`src/design/smdtx_cfg.svh`:
```
// Register offsets, field positions, reset values and timing counts
`ifndef SMDTX_CFG_SVH
`define SMDTX_CFG_SVH

// Register byte offsets
`define SMDTX_OFF_CTRL      12'h500
`define SMDTX_OFF_XFER_LEN  12'h504
`define SMDTX_OFF_STATUS    12'h508
`define SMDTX_OFF_RX_LIST   12'h540
`define SMDTX_OFF_TX_PTR    12'h544
`define SMDTX_OFF_TX_LIMIT  12'h548
`define SMDTX_OFF_TX_COUNT  12'h54C
`define SMDTX_OFF_TX_LIST   12'h550
`define SMDTX_OFF_CONFIG    12'h554
`define SMDTX_OFF_FILL      12'h5C0

// Field widths and positions
`define SMDTX_LIST_W        2
`define SMDTX_CNT_W         14
`define SMDTX_FILL_W        8
`define SMDTX_CFG_W         3
`define SMDTX_CFG_ORDER     0
`define SMDTX_CFG_CLOCK_PHASE_SEL      1
`define SMDTX_CFG_CLOCK_POLARITY_SEL      2
`define SMDTX_CTRL_START    0
`define SMDTX_STATUS_BUSY   0

// Reset values
`define SMDTX_RST_PTR       32'h0000_0000
`define SMDTX_RST_CNT       14'h0000
`define SMDTX_RST_LIST      2'h0
`define SMDTX_RST_CFG       3'h0
`define SMDTX_RST_FILL      8'h00

// Serial clock half period in core clock cycles
`define SMDTX_DIV_HALF      8'h02

`endif

```
`src/design/smdtx_pkg.sv`:
```
// Types shared by the transmit DMA and serial format block
package smdtx_pkg;

  typedef enum logic [1:0] {
    SH_IDLE = 2'b00,
    SH_LOAD = 2'b01,
    SH_BITS = 2'b10,
    SH_END  = 2'b11
  } smdtx_shift_t;

  typedef logic [7:0] smdtx_byte_t;

  // Mirror a byte so the engine always shifts from bit 7
  function automatic smdtx_byte_t rev8(input smdtx_byte_t b);
    smdtx_byte_t r;
    r = 8'h00;
    for (int i = 0; i < 8; i++) begin
      r[i] = b[7-i];
    end
    return r;
  endfunction

endpackage

```
`src/design/smdtx_div.sv`:
```
// Divider producing a one-cycle tick every HALF core clock cycles
`timescale 1ns/1ns
module smdtx_div #(
  parameter int          W    = 8,
  parameter logic [W-1:0] HALF = 8'h02
) (
  // Clock and reset
  input  wire logic core_clk,
  input  wire logic reset,
  // Control
  input  wire logic run,
  output logic      tick
);

  logic [W-1:0] cnt_r;
  logic [W-1:0] cnt_nxt;
  logic         tick_r;
  logic         tick_nxt;

  // Count runs only while bits shift so each byte's first edge is a full half
  always_comb begin
    cnt_nxt  = cnt_r;
    tick_nxt = 1'b0;
    if (!run) begin
      cnt_nxt = '0;
    end else if (cnt_r == HALF - W'(1)) begin
      cnt_nxt  = '0;
      tick_nxt = 1'b1;
    end else begin
      cnt_nxt = cnt_r + W'(1);
    end
  end

  // Registers
  always_ff @(posedge core_clk) begin
    if (reset) begin
      cnt_r  <= '0;
      tick_r <= 1'b0;
    end else begin
      cnt_r  <= cnt_nxt;
      tick_r <= tick_nxt;
    end
  end

  assign tick = tick_r;

endmodule

```
`src/design/smdtx_buf.sv`:
```
// Small valid/ready buffer between the DMA fetcher and the shift engine
`timescale 1ns/1ns
module smdtx_buf #(
  parameter int W     = 8,
  parameter int DEPTH = 2
) (
  // Clock and reset
  input  wire logic         core_clk,
  input  wire logic         reset,
  // Filling side
  input  wire logic         in_valid,
  input  wire logic [W-1:0] in_data,
  output logic              in_ready,
  // Draining side
  output logic              out_valid,
  output logic [W-1:0]      out_data,
  input  wire logic         out_ready
);

  localparam int AW = (DEPTH > 1) ? $clog2(DEPTH) : 1;

  logic [W-1:0] mem_r [DEPTH];
  logic [AW-1:0] wp_r;
  logic [AW-1:0] wp_nxt;
  logic [AW-1:0] rp_r;
  logic [AW-1:0] rp_nxt;
  logic [AW:0]   cnt_r;
  logic [AW:0]   cnt_nxt;
  logic          push;
  logic          pop;

  // Honest full and empty from the fill count
  assign in_ready  = (cnt_r != (AW+1)'(DEPTH));
  assign out_valid = (cnt_r != '0);
  assign out_data  = mem_r[rp_r];
  assign push      = in_valid && in_ready;
  assign pop       = out_valid && out_ready;

  // Pointer and count update
  always_comb begin
    wp_nxt  = wp_r;
    rp_nxt  = rp_r;
    cnt_nxt = cnt_r;
    if (push) begin
      wp_nxt = (wp_r == AW'(DEPTH - 1)) ? '0 : wp_r + AW'(1);
    end
    if (pop) begin
      rp_nxt = (rp_r == AW'(DEPTH - 1)) ? '0 : rp_r + AW'(1);
    end
    if (push && !pop) begin
      cnt_nxt = cnt_r + (AW+1)'(1);
    end else if (pop && !push) begin
      cnt_nxt = cnt_r - (AW+1)'(1);
    end
  end

  // Registers; storage needs no reset since count guards it
  always_ff @(posedge core_clk) begin
    if (reset) begin
      wp_r  <= '0;
      rp_r  <= '0;
      cnt_r <= '0;
    end else begin
      wp_r  <= wp_nxt;
      rp_r  <= rp_nxt;
      cnt_r <= cnt_nxt;
    end
    if (push) begin
      mem_r[wp_r] <= in_data;
    end
  end

endmodule

```
`src/design/smdtx_top.sv`:
```
// SPI master transmit DMA channel, list selectors and serial format
`timescale 1ns/1ns
`include "smdtx_cfg.svh"
module smdtx_top #(
  parameter int         DIV_W    = 8,
  parameter logic [7:0] DIV_HALF = `SMDTX_DIV_HALF
) (
  // Clock and reset
  input  wire logic        core_clk,
  input  wire logic        reset,
  // Register port
  input  wire logic [11:0] reg_addr,
  input  wire logic [31:0] reg_wdata,
  input  wire logic        reg_wr,
  input  wire logic        reg_rd,
  output logic      [31:0] reg_rdata,
  // DMA read port
  output logic             dma_req,
  output logic      [31:0] dma_addr,
  input  wire logic        dma_ack,
  input  wire logic [7:0]  dma_rdata,
  // Serial pins
  output logic             spi_sck,
  output logic             spi_mosi,
  input  wire logic        spi_miso,
  output logic             spi_cs_n,
  // Received bytes and state
  output logic      [7:0]  rx_byte,
  output logic             rx_valid,
  output logic             busy
);

  localparam int CW = `SMDTX_CNT_W;

  // Register file state
  logic [31:0]                 tx_ptr_r, tx_ptr_nxt;
  logic [CW-1:0]               tx_limit_r, tx_limit_nxt;
  logic [CW-1:0]               tx_count_r, tx_count_nxt;
  logic [CW-1:0]               xfer_len_r, xfer_len_nxt;
  logic [`SMDTX_LIST_W-1:0]    rx_list_r, rx_list_nxt;
  logic [`SMDTX_LIST_W-1:0]    tx_list_r, tx_list_nxt;
  logic [`SMDTX_CFG_W-1:0]     cfg_r, cfg_nxt;
  logic [`SMDTX_FILL_W-1:0]    fchr_r, fchr_nxt;
  logic [31:0]                 rdata_r, rdata_nxt;
  logic                        start;

  // Fetcher state
  logic [CW-1:0] fetch_idx_r, fetch_idx_nxt;
  logic [CW-1:0] dma_cnt_r, dma_cnt_nxt;
  logic          pend_r, pend_nxt;
  logic          dreq_r, dreq_nxt;
  logic [31:0]   daddr_r, daddr_nxt;
  logic          push_v;
  logic [7:0]    push_d;
  logic          buf_in_ready;
  logic          buf_out_valid;
  logic [7:0]    buf_dout;
  logic          pop;

  // Shifter state
  smdtx_pkg::smdtx_shift_t st_r, st_nxt;
  logic [7:0]    shreg_r, shreg_nxt;
  logic [7:0]    rxsh_r, rxsh_nxt;
  logic [3:0]    half_r, half_nxt;
  logic [CW-1:0] sent_r, sent_nxt;
  logic          sck_r, sck_nxt;
  logic          mosi_r, mosi_nxt;
  logic          csn_r, csn_nxt;
  logic [7:0]    rxb_r, rxb_nxt;
  logic          rxv_r, rxv_nxt;
  logic          tick;
  logic          busy_r;
  logic          lsb_first, clock_phase_sel, clock_polarity_sel;

  assign lsb_first = cfg_r[`SMDTX_CFG_ORDER];
  assign clock_phase_sel      = cfg_r[`SMDTX_CFG_CLOCK_PHASE_SEL];
  assign clock_polarity_sel      = cfg_r[`SMDTX_CFG_CLOCK_POLARITY_SEL];
  assign start     = reg_wr && (reg_addr == `SMDTX_OFF_CTRL) &&
                     reg_wdata[`SMDTX_CTRL_START] && (st_r == smdtx_pkg::SH_IDLE);

  // Register writes and the one-cycle read answer
  always_comb begin
    tx_ptr_nxt   = tx_ptr_r;
    tx_limit_nxt = tx_limit_r;
    tx_count_nxt = tx_count_r;
    xfer_len_nxt = xfer_len_r;
    rx_list_nxt  = rx_list_r;
    tx_list_nxt  = tx_list_r;
    cfg_nxt      = cfg_r;
    fchr_nxt     = fchr_r;
    rdata_nxt    = 32'h0000_0000;
    if (reg_wr) begin
      case (reg_addr)
        `SMDTX_OFF_TX_PTR:   tx_ptr_nxt   = reg_wdata;
        `SMDTX_OFF_TX_LIMIT: tx_limit_nxt = reg_wdata[CW-1:0];
        `SMDTX_OFF_XFER_LEN: xfer_len_nxt = reg_wdata[CW-1:0];
        `SMDTX_OFF_RX_LIST:  rx_list_nxt  = reg_wdata[`SMDTX_LIST_W-1:0];
        `SMDTX_OFF_TX_LIST:  tx_list_nxt  = reg_wdata[`SMDTX_LIST_W-1:0];
        `SMDTX_OFF_CONFIG:   cfg_nxt      = reg_wdata[`SMDTX_CFG_W-1:0];
        `SMDTX_OFF_FILL:     fchr_nxt     = reg_wdata[`SMDTX_FILL_W-1:0];
        default: ;
      endcase
    end
    if (st_r == smdtx_pkg::SH_END) begin
      tx_count_nxt = dma_cnt_r;
    end
    if (reg_rd) begin
      case (reg_addr)
        `SMDTX_OFF_TX_PTR:   rdata_nxt = tx_ptr_r;
        `SMDTX_OFF_TX_LIMIT: rdata_nxt = {18'h0_0000, tx_limit_r};
        `SMDTX_OFF_TX_COUNT: rdata_nxt = {18'h0_0000, tx_count_r};
        `SMDTX_OFF_XFER_LEN: rdata_nxt = {18'h0_0000, xfer_len_r};
        `SMDTX_OFF_RX_LIST:  rdata_nxt = {30'h0000_0000, rx_list_r};
        `SMDTX_OFF_TX_LIST:  rdata_nxt = {30'h0000_0000, tx_list_r};
        `SMDTX_OFF_CONFIG:   rdata_nxt = {29'h0000_0000, cfg_r};
        `SMDTX_OFF_FILL:     rdata_nxt = {24'h00_0000, fchr_r};
        `SMDTX_OFF_STATUS:   rdata_nxt = {31'h0000_0000, busy};
        default:             rdata_nxt = 32'h0000_0000;
      endcase
    end
  end

  // Register file flops
  always_ff @(posedge core_clk) begin
    if (reset) begin
      tx_ptr_r   <= `SMDTX_RST_PTR;
      tx_limit_r <= `SMDTX_RST_CNT;
      tx_count_r <= `SMDTX_RST_CNT;
      xfer_len_r <= `SMDTX_RST_CNT;
      rx_list_r  <= `SMDTX_RST_LIST;
      tx_list_r  <= `SMDTX_RST_LIST;
      cfg_r      <= `SMDTX_RST_CFG;
      fchr_r     <= `SMDTX_RST_FILL;
      rdata_r    <= 32'h0000_0000;
    end else begin
      tx_ptr_r   <= tx_ptr_nxt;
      tx_limit_r <= tx_limit_nxt;
      tx_count_r <= tx_count_nxt;
      xfer_len_r <= xfer_len_nxt;
      rx_list_r  <= rx_list_nxt;
      tx_list_r  <= tx_list_nxt;
      cfg_r      <= cfg_nxt;
      fchr_r     <= fchr_nxt;
      rdata_r    <= rdata_nxt;
    end
  end

  // Fill data: DMA answers when pending, otherwise the fill character
  assign push_v = (pend_r && dma_ack) ||
                  (!pend_r && busy && buf_in_ready &&
                   (fetch_idx_r < xfer_len_r) && (fetch_idx_r >= tx_limit_r));
  assign push_d = pend_r ? dma_rdata : fchr_r;

  // Fetcher keeps one DMA read in flight; buffer space stalls it
  always_comb begin
    fetch_idx_nxt = fetch_idx_r;
    dma_cnt_nxt   = dma_cnt_r;
    pend_nxt      = pend_r;
    dreq_nxt      = 1'b0;
    daddr_nxt     = daddr_r;
    if (start) begin
      fetch_idx_nxt = '0;
      dma_cnt_nxt   = '0;
    end else if (pend_r) begin
      if (dma_ack) begin
        pend_nxt      = 1'b0;
        fetch_idx_nxt = fetch_idx_r + CW'(1);
        dma_cnt_nxt   = dma_cnt_r + CW'(1);
      end
    end else if (busy && buf_in_ready && fetch_idx_r < xfer_len_r) begin
      // buffer read only below the limit
      if (fetch_idx_r < tx_limit_r) begin
        pend_nxt  = 1'b1;
        dreq_nxt  = 1'b1;
        daddr_nxt = tx_ptr_r + {18'h0_0000, fetch_idx_r};
      end else begin
        // past the buffer end use the fill character
        fetch_idx_nxt = fetch_idx_r + CW'(1);
      end
    end
  end

  // Fetcher flops
  always_ff @(posedge core_clk) begin
    if (reset) begin
      fetch_idx_r <= '0;
      dma_cnt_r   <= '0;
      pend_r      <= 1'b0;
      dreq_r      <= 1'b0;
      daddr_r     <= 32'h0000_0000;
    end else begin
      fetch_idx_r <= fetch_idx_nxt;
      dma_cnt_r   <= dma_cnt_nxt;
      pend_r      <= pend_nxt;
      dreq_r      <= dreq_nxt;
      daddr_r     <= daddr_nxt;
    end
  end

  smdtx_buf #(.W(8), .DEPTH(2)) u_buf (
    .core_clk  (core_clk),
    .reset     (reset),
    .in_valid  (push_v),
    .in_data   (push_d),
    .in_ready  (buf_in_ready),
    .out_valid (buf_out_valid),
    .out_data  (buf_dout),
    .out_ready (pop)
  );

  smdtx_div #(.W(DIV_W), .HALF(DIV_HALF)) u_div (
    .core_clk (core_clk),
    .reset    (reset),
    .run      (st_r == smdtx_pkg::SH_BITS),
    .tick     (tick)
  );

  assign pop = (st_r == smdtx_pkg::SH_LOAD) && buf_out_valid &&
               (sent_r != xfer_len_r);

  // Shift engine; each tick is one serial clock half period
  always_comb begin
    logic lead;
    logic smp;
    lead      = 1'b0;
    smp       = 1'b0;
    st_nxt    = st_r;
    shreg_nxt = shreg_r;
    rxsh_nxt  = rxsh_r;
    half_nxt  = half_r;
    sent_nxt  = sent_r;
    sck_nxt   = sck_r;
    mosi_nxt  = mosi_r;
    csn_nxt   = csn_r;
    rxb_nxt   = rxb_r;
    rxv_nxt   = 1'b0;
    case (st_r)
      smdtx_pkg::SH_IDLE: begin
        // clock rests at its idle level
        sck_nxt = clock_polarity_sel;
        csn_nxt = 1'b1;
        if (start) begin
          csn_nxt  = 1'b0;
          sent_nxt = '0;
          st_nxt   = smdtx_pkg::SH_LOAD;
        end
      end
      smdtx_pkg::SH_LOAD: begin
        sck_nxt = clock_polarity_sel;
        if (sent_r == xfer_len_r) begin
          st_nxt = smdtx_pkg::SH_END;
        end else if (buf_out_valid) begin
          // mirror the byte when low bit leads
          shreg_nxt = lsb_first ? smdtx_pkg::rev8(buf_dout) : buf_dout;
          half_nxt  = 4'h0;
          st_nxt    = smdtx_pkg::SH_BITS;
          if (!clock_phase_sel) begin
            mosi_nxt  = shreg_nxt[7];
            shreg_nxt = {shreg_nxt[6:0], 1'b0};
          end
        end
      end
      smdtx_pkg::SH_BITS: begin
        if (tick) begin
          lead     = !half_r[0];
          sck_nxt  = !sck_r;
          half_nxt = half_r + 4'h1;
          // phase picks sampling and shifting edges
          if (lead == !clock_phase_sel) begin
            smp      = 1'b1;
            rxsh_nxt = {rxsh_r[6:0], spi_miso};
          end else begin
            mosi_nxt  = shreg_r[7];
            shreg_nxt = {shreg_r[6:0], 1'b0};
          end
          if (half_r == 4'hF) begin
            rxv_nxt  = 1'b1;
            rxb_nxt  = lsb_first ? smdtx_pkg::rev8(rxsh_nxt) : rxsh_nxt;
            sent_nxt = sent_r + CW'(1);
            st_nxt   = smdtx_pkg::SH_LOAD;
            if (!smp) begin
              mosi_nxt = mosi_r;
            end
          end
        end
      end
      smdtx_pkg::SH_END: begin
        csn_nxt = 1'b1;
        st_nxt  = smdtx_pkg::SH_IDLE;
      end
      default: st_nxt = smdtx_pkg::SH_IDLE;
    endcase
  end

  // Shift engine flops
  always_ff @(posedge core_clk) begin
    if (reset) begin
      st_r    <= smdtx_pkg::SH_IDLE;
      shreg_r <= 8'h00;
      rxsh_r  <= 8'h00;
      half_r  <= 4'h0;
      sent_r  <= '0;
      sck_r   <= 1'b0;
      mosi_r  <= 1'b0;
      csn_r   <= 1'b1;
      rxb_r   <= 8'h00;
      rxv_r   <= 1'b0;
      busy_r  <= 1'b0;
    end else begin
      st_r    <= st_nxt;
      shreg_r <= shreg_nxt;
      rxsh_r  <= rxsh_nxt;
      half_r  <= half_nxt;
      sent_r  <= sent_nxt;
      sck_r   <= sck_nxt;
      mosi_r  <= mosi_nxt;
      csn_r   <= csn_nxt;
      rxb_r   <= rxb_nxt;
      rxv_r   <= rxv_nxt;
      busy_r  <= (st_nxt != smdtx_pkg::SH_IDLE);
    end
  end

  // Outputs straight from flops; busy mirrors the state flop exactly
  assign reg_rdata = rdata_r;
  assign dma_req   = dreq_r;
  assign dma_addr  = daddr_r;
  assign spi_sck   = sck_r;
  assign spi_mosi  = mosi_r;
  assign spi_cs_n  = csn_r;
  assign rx_byte   = rxb_r;
  assign rx_valid  = rxv_r;
  assign busy      = busy_r;
endmodule

```
`config.mk`:
```
export PLATFORM = sky130hd
export DESIGN_NAME = smdtx_top
export DESIGN_NICKNAME = d
export VERILOG_FILES = /design/src/design/smdtx_pkg.sv /design/src/design/smdtx_div.sv /design/src/design/smdtx_buf.sv /design/src/design/smdtx_top.sv
export VERILOG_INCLUDE_DIRS = /design/src /design/src/design
export SDC_FILE = /design/constraint.sdc
export NUM_CORES = 1
export LEC_CHECK = 0
export BUFFER_PORTS_ARGS = -buffer_cell sky130_fd_sc_hd__buf_2
export CELL_PAD_IN_SITES_DETAIL_PLACEMENT = 1
export CELL_PAD_IN_SITES_GLOBAL_PLACEMENT = 1
export CORE_MARGIN = 2
export CORE_UTILIZATION = 28
export DETAILED_ROUTE_END_ITERATION = 8
export HOLD_SLACK_MARGIN = 0.06
export PLACE_DENSITY = 0.64
export SYNTH_ARGS = -nofsm -noshare
export SYNTH_HDL_FRONTEND = slang
export SYNTH_SLANG_ARGS = --single-unit
export TNS_END_PERCENT = 30
```
`constraint.sdc`:
```
create_clock -name core_clk -period 4.1 [get_ports core_clk]
set_input_delay 0.205 -clock core_clk [delete_from_list [all_inputs] [get_ports core_clk]]
set_output_delay 0.205 -clock core_clk [all_outputs]
set_load 0.05 [all_outputs]
```
==> flow_summary_export.csv, run 1 <==
group,metric,value,unit
die,start_util,28.3,%
die,rows,78,
sta,report.final.slew_viol_count,0,
sta,worstMarginPinSlew,1.14,ns
power_and_ir_drop,ir_drop,0.000242,V
job,maxCapViolCount,0,
global_route,gr-total-overflow,0,
critical_path,end_kind,"flip-flop",
critical_path,slowest_stage,"dfxtp_1",
sta,setup_tns,0,ns
power_and_ir_drop,cellLeakagePower,5.62,nW
critical_path,cp_slowest_stage_delay,0.43,ns
placed_design,hpwl,30800,um
global_route,grtUsageTotal,17.8,%
sta,fmax,0.310,GHz
clocking,cts_root_buf,"clkbuf_16",
synth,syn_avg_cell_area,8.61,um^2
sta,fin_crit,3.23,ns
sta,fin_ws,0.871,ns
synth,synth_edf_count,16,
hold_path,hold_end,"rxsh_r[0]$_SDFFE_PP0P_",
synth,synth_flop_cell,"dfxtp_1",
detailed_routing,vias_per_cell,4.98,
hold_path,hold_depth,3,
sta,period_share,78.7,%
run_status,status,"complete, no violations",
cells_and_area,fin_nets,1749,
clocking,cts-resized-gates,0,
clocking,insertion_delay,0.58,ns
critical_path,r2r_end,"u_buf.cnt_r[1]$_SDFFE_PP0P_",
power_and_ir_drop,p_per_area,368,mW/mm^2
detailed_routing,drt_iter0_markers,689,
sta,grt_setup_unrepaired,"false",
synth,ys_seq_elements,262,
detailed_routing,first_pass_iters,5,
critical_path,worst_setup_path_start_kind,"flip-flop",
cells_and_area,area_delta_synth_final,20.7,%
clocking,cts_tree,"yes",
clocking,cts.sinks,262,
detailed_routing,vias,11300,
critical_path,worstSetupPathType,"flip-flop to flip-flop",
critical_path,cp.arrival,3.73,ns
detailed_routing,drc_errors,0,
global_route,grt_pass1_wl,67000,um
critical_path,cp_cell_sequence,"ha_1 > a21oi_1 > a21boi_0 > o31a_1 > a211oi_1 > nor2_1 > a31oi_1 > inv_1 > ha_1 > or3_1 > a21oi_1",
critical_path,reg2regPathDepth,11,
cells_and_area,fin_util,34.2,%
critical_path,crit_fanout,5,
sta,hold_viol,0,
clocking,post-cts-setup-buffers,0,
synth,synth_cell_types,75,
cells_and_area,diodes,0,
hold_path,min-delay-start,"spi_miso",
placed_design,preCtsSetupSlack,0.907,ns
sta,clock_skew,0.0214,ns
cells_and_area,fill_cells,5361,
detailed_routing,avgRoutedWirePerCell,18.8,um
global_route,grt_start_max_net_pins,78,
synth,yosys_warnings,0,
synth,synthesis.area,0.0128,mm^2
sta,relSlewSlack,24.2,%
synth,async_flop_share,0,%
global_route,antenna_found_initial,0,
placed_design,place_congestion,0.866,
synth,synthTopCellsByArea,"dfxtp_1 38%, nand2_1 6.2%, a21oi_1 5.8%",
sta,finalSetupViolCount,0,
detailed_routing,final_antenna_net_count,0,
detailed_routing,totalWireLength,42600,um
synth,synth.top_cell.area_share,38.4,%
hold_path,min-delay-path-class,"input pin to flip-flop",
synth,synth_nets,1603,
power_and_ir_drop,p_total,5.69,mW
cells_and_area,drive_gt1_share,15.8,%
clocking,clk_path_buf_depth,3,
clocking,path_clk_slew,0.06,ns
die,die_h,218,um
global_route,grt_pass1_vias,11600,
die,die_area,0.0476,mm^2
clocking,h-tree-depth,1,
critical_path,reg2reg_slack,0.87,ns
placed_design,portBuffers,135,
synth,synthCells,1491,
clocking,cts_buffers,31,
die,dieWidth,218,um
critical_path,reg2reg_from,"fetch_idx_r[4]$_SDFFE_PP0P_",
critical_path,worstPathRequired,4.60,ns
die,ioPinCount,136,
die,coreArea,0.0453,mm^2
clocking,ctsHoldBuffers,41,
synth,yosys.area.top_type,"dfxtp_1",
cells_and_area,final_common_cell,"dfxtp_1",
synth,yosysSeqAreaShare,42.1,%
cells_and_area,layout_common_cells,"246 x dfxtp_1, 211 x nand2_1, 166 x nor2_1",
==> layer usage <==
metal / wire (um) / track usage [%] / up-vias
li1: - / - / 5470
met1: 20700 / 24.9 / 5490
met2: 19000 / 28.6 / 241
met3: 1730 / 2.53 / 61
met4: 1120 / 4.78 / 0
met5: 0 / 0 / -
==> sequential cells by signal (all words and copies together), names as in the netlist, 3 cells and up, named ones only <==
register and count:
tx_count_r 14, sent_r 14, tx_ptr_r 32, cfg_r 3, fchr_r 8, shreg_r 8, u_buf.mem_r 16, half_r 4
dma_cnt_r 14, xfer_len_r 14, rx_byte 8, dma_addr 32, u_div.cnt_r 8, rxsh_r 8, fetch_idx_r 14, tx_limit_r 14
reg_rdata 32
==> Yosys cell counts, types with 14 or more instances <==
| master | count |
|---|---|
| and2_1 | 34 |
| mux2i_1 | 51 |
| nand2_1 | 211 |
| dfxtp_1 | 246 |
| nand4_1 | 25 |
| and3_1 | 18 |
| clkbuf_1 | 56 |
| inv_1 | 57 |
| a211oi_1 | 22 |
| edfxtp_1 | 16 |
| nor2_1 | 166 |
| o21ai_0 | 35 |
| mux2_2 | 24 |
| ha_1 | 53 |
| or3_1 | 14 |
| nand3_1 | 46 |
| xor2_1 | 30 |
| a21oi_1 | 149 |
| nand2b_1 | 16 |
| xnor2_1 | 47 |
==> kinds of logic (layout without fill, tap and decap cells) <==
kind of cell / Yosys count / count (layout) / share of synthesized area, %
flip-flops: 262 / 262 / 42.1
buffers and inverters: 136 / 307 / 4.36
multiplexers: 79 / 79 / 6.78
XOR/XNOR: 78 / 78 / 5.38
adder cells (fa/ha/maj): 54 / 54 / 5.32
AO/OA/AOI/OAI: 304 / 304 / 15.2
AND/OR/NAND/NOR: 578 / 578 / 20.9
==> critical path: cells and delay by family, from the launching register on <==
family,cells,cell delay [ns]
compound gates,6,1.42
fa+ha+maj,2,0.65
simple gates,2,0.45
flops,1,0.43
buf+inv,1,0.17
==> layout make-up <==
type,count,area (um^2),share of cell area [%]
clock buffer,40,860,5.55
timing repair buffer,191,1220,7.86
clock inverter,18,153,0.986
tap,600,751,4.85
sequential,262,5410,34.9
multi-input combinational,1093,6880,44.4
inverter,58,218,1.41
==> power breakdown <==
group / leakage [nW] / switching, mW / total, mW / internal [mW]
Sequential: 2.12 / 0.0256 / 2.62 / 2.59
Combinational: 3.00 / 0.216 / 0.329 / 0.113
Clock: 0.502 / 1.15 / 2.75 / 1.60
Total: 5.62 / 1.39 / 5.69 / 4.30
==> per-stage QoR <==
stage / hold slack [ns] / area, um^2 / cells
finish: 0.0868 / 15500 / 2262
global route: 0.115 / 15500 / 2262
CTS: 0.0672 / 15500 / 2262
detailed placement: 0.452 / 14100 / 2163
global placement: 0.447 / 14100 / 2163
floorplan: 0.341 / 12800 / 1491
==> how the worst max path moves through the flow <==
| stage | slack [ns] | from | endpoint |
|---|---|---|---|
| floorplan | 1.42 | fetch_idx_r[0]$_SDFFE_PP0P_ | dma_addr[22]$_SDFFE_PP0P_ |
| global placement | 1.09 | tx_limit_r[4]$_SDFFE_PP0P_ | u_buf.cnt_r[1]$_SDFFE_PP0P_ |
| detailed placement | 0.91 | fetch_idx_r[11]$_SDFFE_PP0P_ | u_buf.cnt_r[1]$_SDFFE_PP0P_ |
| CTS | 0.85 | fetch_idx_r[4]$_SDFFE_PP0P_ | u_buf.cnt_r[1]$_SDFFE_PP0P_ |
| global route | 0.69 | fetch_idx_r[4]$_SDFFE_PP0P_ | u_buf.cnt_r[1]$_SDFFE_PP0P_ |
| finish | 0.87 | fetch_idx_r[4]$_SDFFE_PP0P_ | u_buf.cnt_r[1]$_SDFFE_PP0P_ |
Note: power is estimated with default switching activity, not from simulation.
==> inputs of run 2 (changes only) <==
ABC_AREA = 1   (was not set)
PLACE_DENSITY = 0.66   (was 0.64)
clock period = 3.3 ns   (was 4.1 ns; I/O delays follow)
==> run 2 against run 1 <==
  * Register-to-register slack lost 0.19 ns
  * Clock skew grew 0.0070 ns
  * Hold slack lost 0.0073 ns
  * Synthesized cell count grew 29%
  * Clock-buffer cell count grew 9
  * Largest cell class unchanged
  * Core utilization is essentially flat
  * Power grew 32%
  * Worst setup slack lost 0.19 ns
  * Largest power group unchanged
  * Flip-flop and latch count is the same
  * Critical path type unchanged
==> flow_summary_export.csv, run 2 <==
group,metric,value,unit
run_status,status,"complete, no violations",
critical_path,crit_fanout,7,
global_route,grtUsageTotal,19.2,%
sta,report.final.slew_viol_count,0,
critical_path,end_kind,"flip-flop",
sta,finalSetupViolCount,0,
sta,fin_crit,2.62,ns
critical_path,worstSetupPathType,"flip-flop to flip-flop",
clocking,cts.sinks,262,
critical_path,cp.arrival,3.05,ns
detailed_routing,drc_errors,0,
hold_path,min-delay-path-class,"input pin to flip-flop",
sta,period_share,79.5,%
global_route,grt_pass1_wl,75700,um
synth,synthTopCellsByArea,"dfxtp_1 37%, nand2_1 12%, inv_1 6.8%",
clocking,h-tree-depth,2,
synth,async_flop_share,0,%
power_and_ir_drop,ir_drop,0.000309,V
cells_and_area,fin_nets,2192,
die,die_h,223,um
sta,hold_viol,0,
sta,clock_skew,0.0284,ns
job,maxCapViolCount,0,
sta,whs,0.0795,ns
detailed_routing,totalWireLength,48000,um
clocking,path_clk_slew,0.06,ns
synth,synth.top_cell.area_share,36.6,%
synth,synth_nets,2029,
synth,synth_cell_types,44,
sta,relSlewSlack,44.8,%
detailed_routing,drt_iter0_markers,776,
die,ioPinCount,136,
synth,synth_most_common_cell,"nand2_1",
synth,synth_common_cells,"420 x nand2_1, 246 x dfxtp_1, 243 x inv_1",
synth,synthCells,1917,
synth,ys_seq_elements,262,
clocking,insertion_delay,0.55,ns
global_route,antenna_found_initial,1,
critical_path,worstPathRequired,3.73,ns
hold_path,hold_depth,4,
cells_and_area,drive_gt1_share,12.2,%
synth,yosysSeqAreaShare,40.1,%
synth,yosys.area.top_type,"dfxtp_1",
die,start_util,28.3,%
sta,grt_setup_unrepaired,"false",
sta,worstMarginPinSlew,0.828,ns
placed_design,place_congestion,0.873,
sta,fmax,0.381,GHz
synth,synth_flop_cell,"dfxtp_1",
critical_path,reg2regPathDepth,16,
global_route,grt_start_max_net_pins,67,
placed_design,portBuffers,135,
detailed_routing,vias,13300,
die,dieWidth,223,um
placed_design,hpwl,36400,um
synth,syn_avg_cell_area,7.03,um^2
clocking,cts_root_buf,"clkbuf_16",
clocking,cts_buffers,34,
synth,synth_edf_count,16,
global_route,gr-total-overflow,0,
detailed_routing,final_antenna_net_count,0,
cells_and_area,layout_common_cells,"420 x nand2_1, 246 x dfxtp_1, 243 x inv_1",
clocking,ctsHoldBuffers,41,
detailed_routing,avgRoutedWirePerCell,17.6,um
clocking,post-cts-setup-buffers,0,
synth,synthesis.area,0.0135,mm^2
clocking,clk_path_buf_depth,3,
cells_and_area,final_common_cell,"nand2_1",
clocking,cts_tree,"yes",
power_and_ir_drop,p_per_area,463,mW/mm^2
synth,yosys_warnings,0,
global_route,grt_pass1_vias,13500,
power_and_ir_drop,cellLeakagePower,6.87,nW
die,coreArea,0.0476,mm^2
cells_and_area,area_delta_synth_final,20.8,%
detailed_routing,vias_per_cell,4.89,
detailed_routing,first_pass_iters,4,
die,die_area,0.0499,mm^2
cells_and_area,fill_cells,5954,
sta,setup_tns,0,ns
critical_path,worst_setup_path_start_kind,"flip-flop",
clocking,cts-resized-gates,0,
die,rows,80,
## run 2: cell types whose count changed after synthesis, sizes merged, moves of 24 or more
cell,before,now
a211oi,35,4
nor3,13,46
inv,57,250
and2,35,5
mux2,24,0
nand3,46,124
mux2i,51,0
o21ai,38,167
xnor2,47,19
nand2,212,428
nor2,166,206
## run 2: where the power goes
part / leakage (nW) / internal (mW) / switching [mW]
Clock: 0.558 / 2.30 / 1.48
Combinational: 4.18 / 0.157 / 0.321
Sequential: 2.13 / 3.23 / 0.0373
## run 2: final timing paths
path / startpoint / to / slack (ns)
max: fetch_idx_r[7]$_SDFFE_PP0P_ / u_buf.cnt_r[1]$_SDFFE_PP0P_ / 0.68
min: dma_ack / pend_r$_SDFFE_PP0N_ / 0.08
max reg2reg: fetch_idx_r[7]$_SDFFE_PP0P_ / u_buf.cnt_r[1]$_SDFFE_PP0P_ / 0.68
min reg2reg: tx_list_r[0]$_SDFFE_PP0P_ / tx_list_r[0]$_SDFFE_PP0P_ / 0.46
## run 2: worst max-delay path: stages, from the launching register on
cell and delay [ns]:
dfxtp_1 0.47, ha_1 0.30, nand2_1 0.07, nand2_1 0.05, nand2_1 0.06, nand2_1 0.05
a21oi_1 0.30, nand3_1 0.13, nand2_1 0.09, nand2_1 0.08, nand2_1 0.09, inv_1 0.05
ha_1 0.30, a21oi_1 0.12, o21ai_0 0.11, o21ai_0 0.17, a21oi_1 0.07
## run 2: through the flow
| stage | power [mW] | utilization [%] | setup WS, ns | std cells | cell area, um^2 |
|---|---|---|---|---|---|
| 3_5_place_dp | 3.77 | 30.9 | 0.702 | 2618 | 14700 |
| 6_report | 7.54 | 34.2 | 0.678 | 2719 | 16300 |
| 5_1_grt | 7.82 | 34.2 | 0.407 | 2719 | 16300 |
| 3_3_place_gp | 3.76 | 30.9 | 0.774 | 2618 | 14700 |
| 2_1_floorplan | 3.62 | - | 1.12 | 1917 | 13500 |
| 4_1_cts | 7.65 | 34.2 | 0.698 | 2718 | 16300 |
## run 2: kinds of logic after synthesis
| kind of cell | share of synthesized area, % |
|---|---|
| and+or+nand+nor | 27.4 |
| AOI/OAI and AO/OA | 14.9 |
| buffers and inverters | 9.56 |
| DFF | 40.1 |
| adders and majority gates | 5.07 |
| xor gates and xnor gates | 2.98 |
## run 2: layout make-up
type / instances / area, um^2 / share of cell area (%)
Sequential cell: 262 / 5410 / 33.2
Clock buffer: 49 / 1020 / 6.27
Tap cell: 615 / 769 / 4.73
Inverter: 252 / 948 / 5.83
Timing Repair Buffer: 196 / 1240 / 7.60
Clock inverter: 10 / 110 / 0.677
Multi-Input combinational cell: 1334 / 6780 / 41.7
Antenna cell: 1 / 2.50 / 0.0154
## run 2: per-layer routing
metal	wire (um)	up-vias	part of all wire, %	track usage, %
met1	23800	6449	50	26.7
met5	0	-	0	0
met3	1910	59	4.0	3.45
met2	21400	216	45	30.8
li1	-	6560	-	-
met4	922	0	1.9	4.47
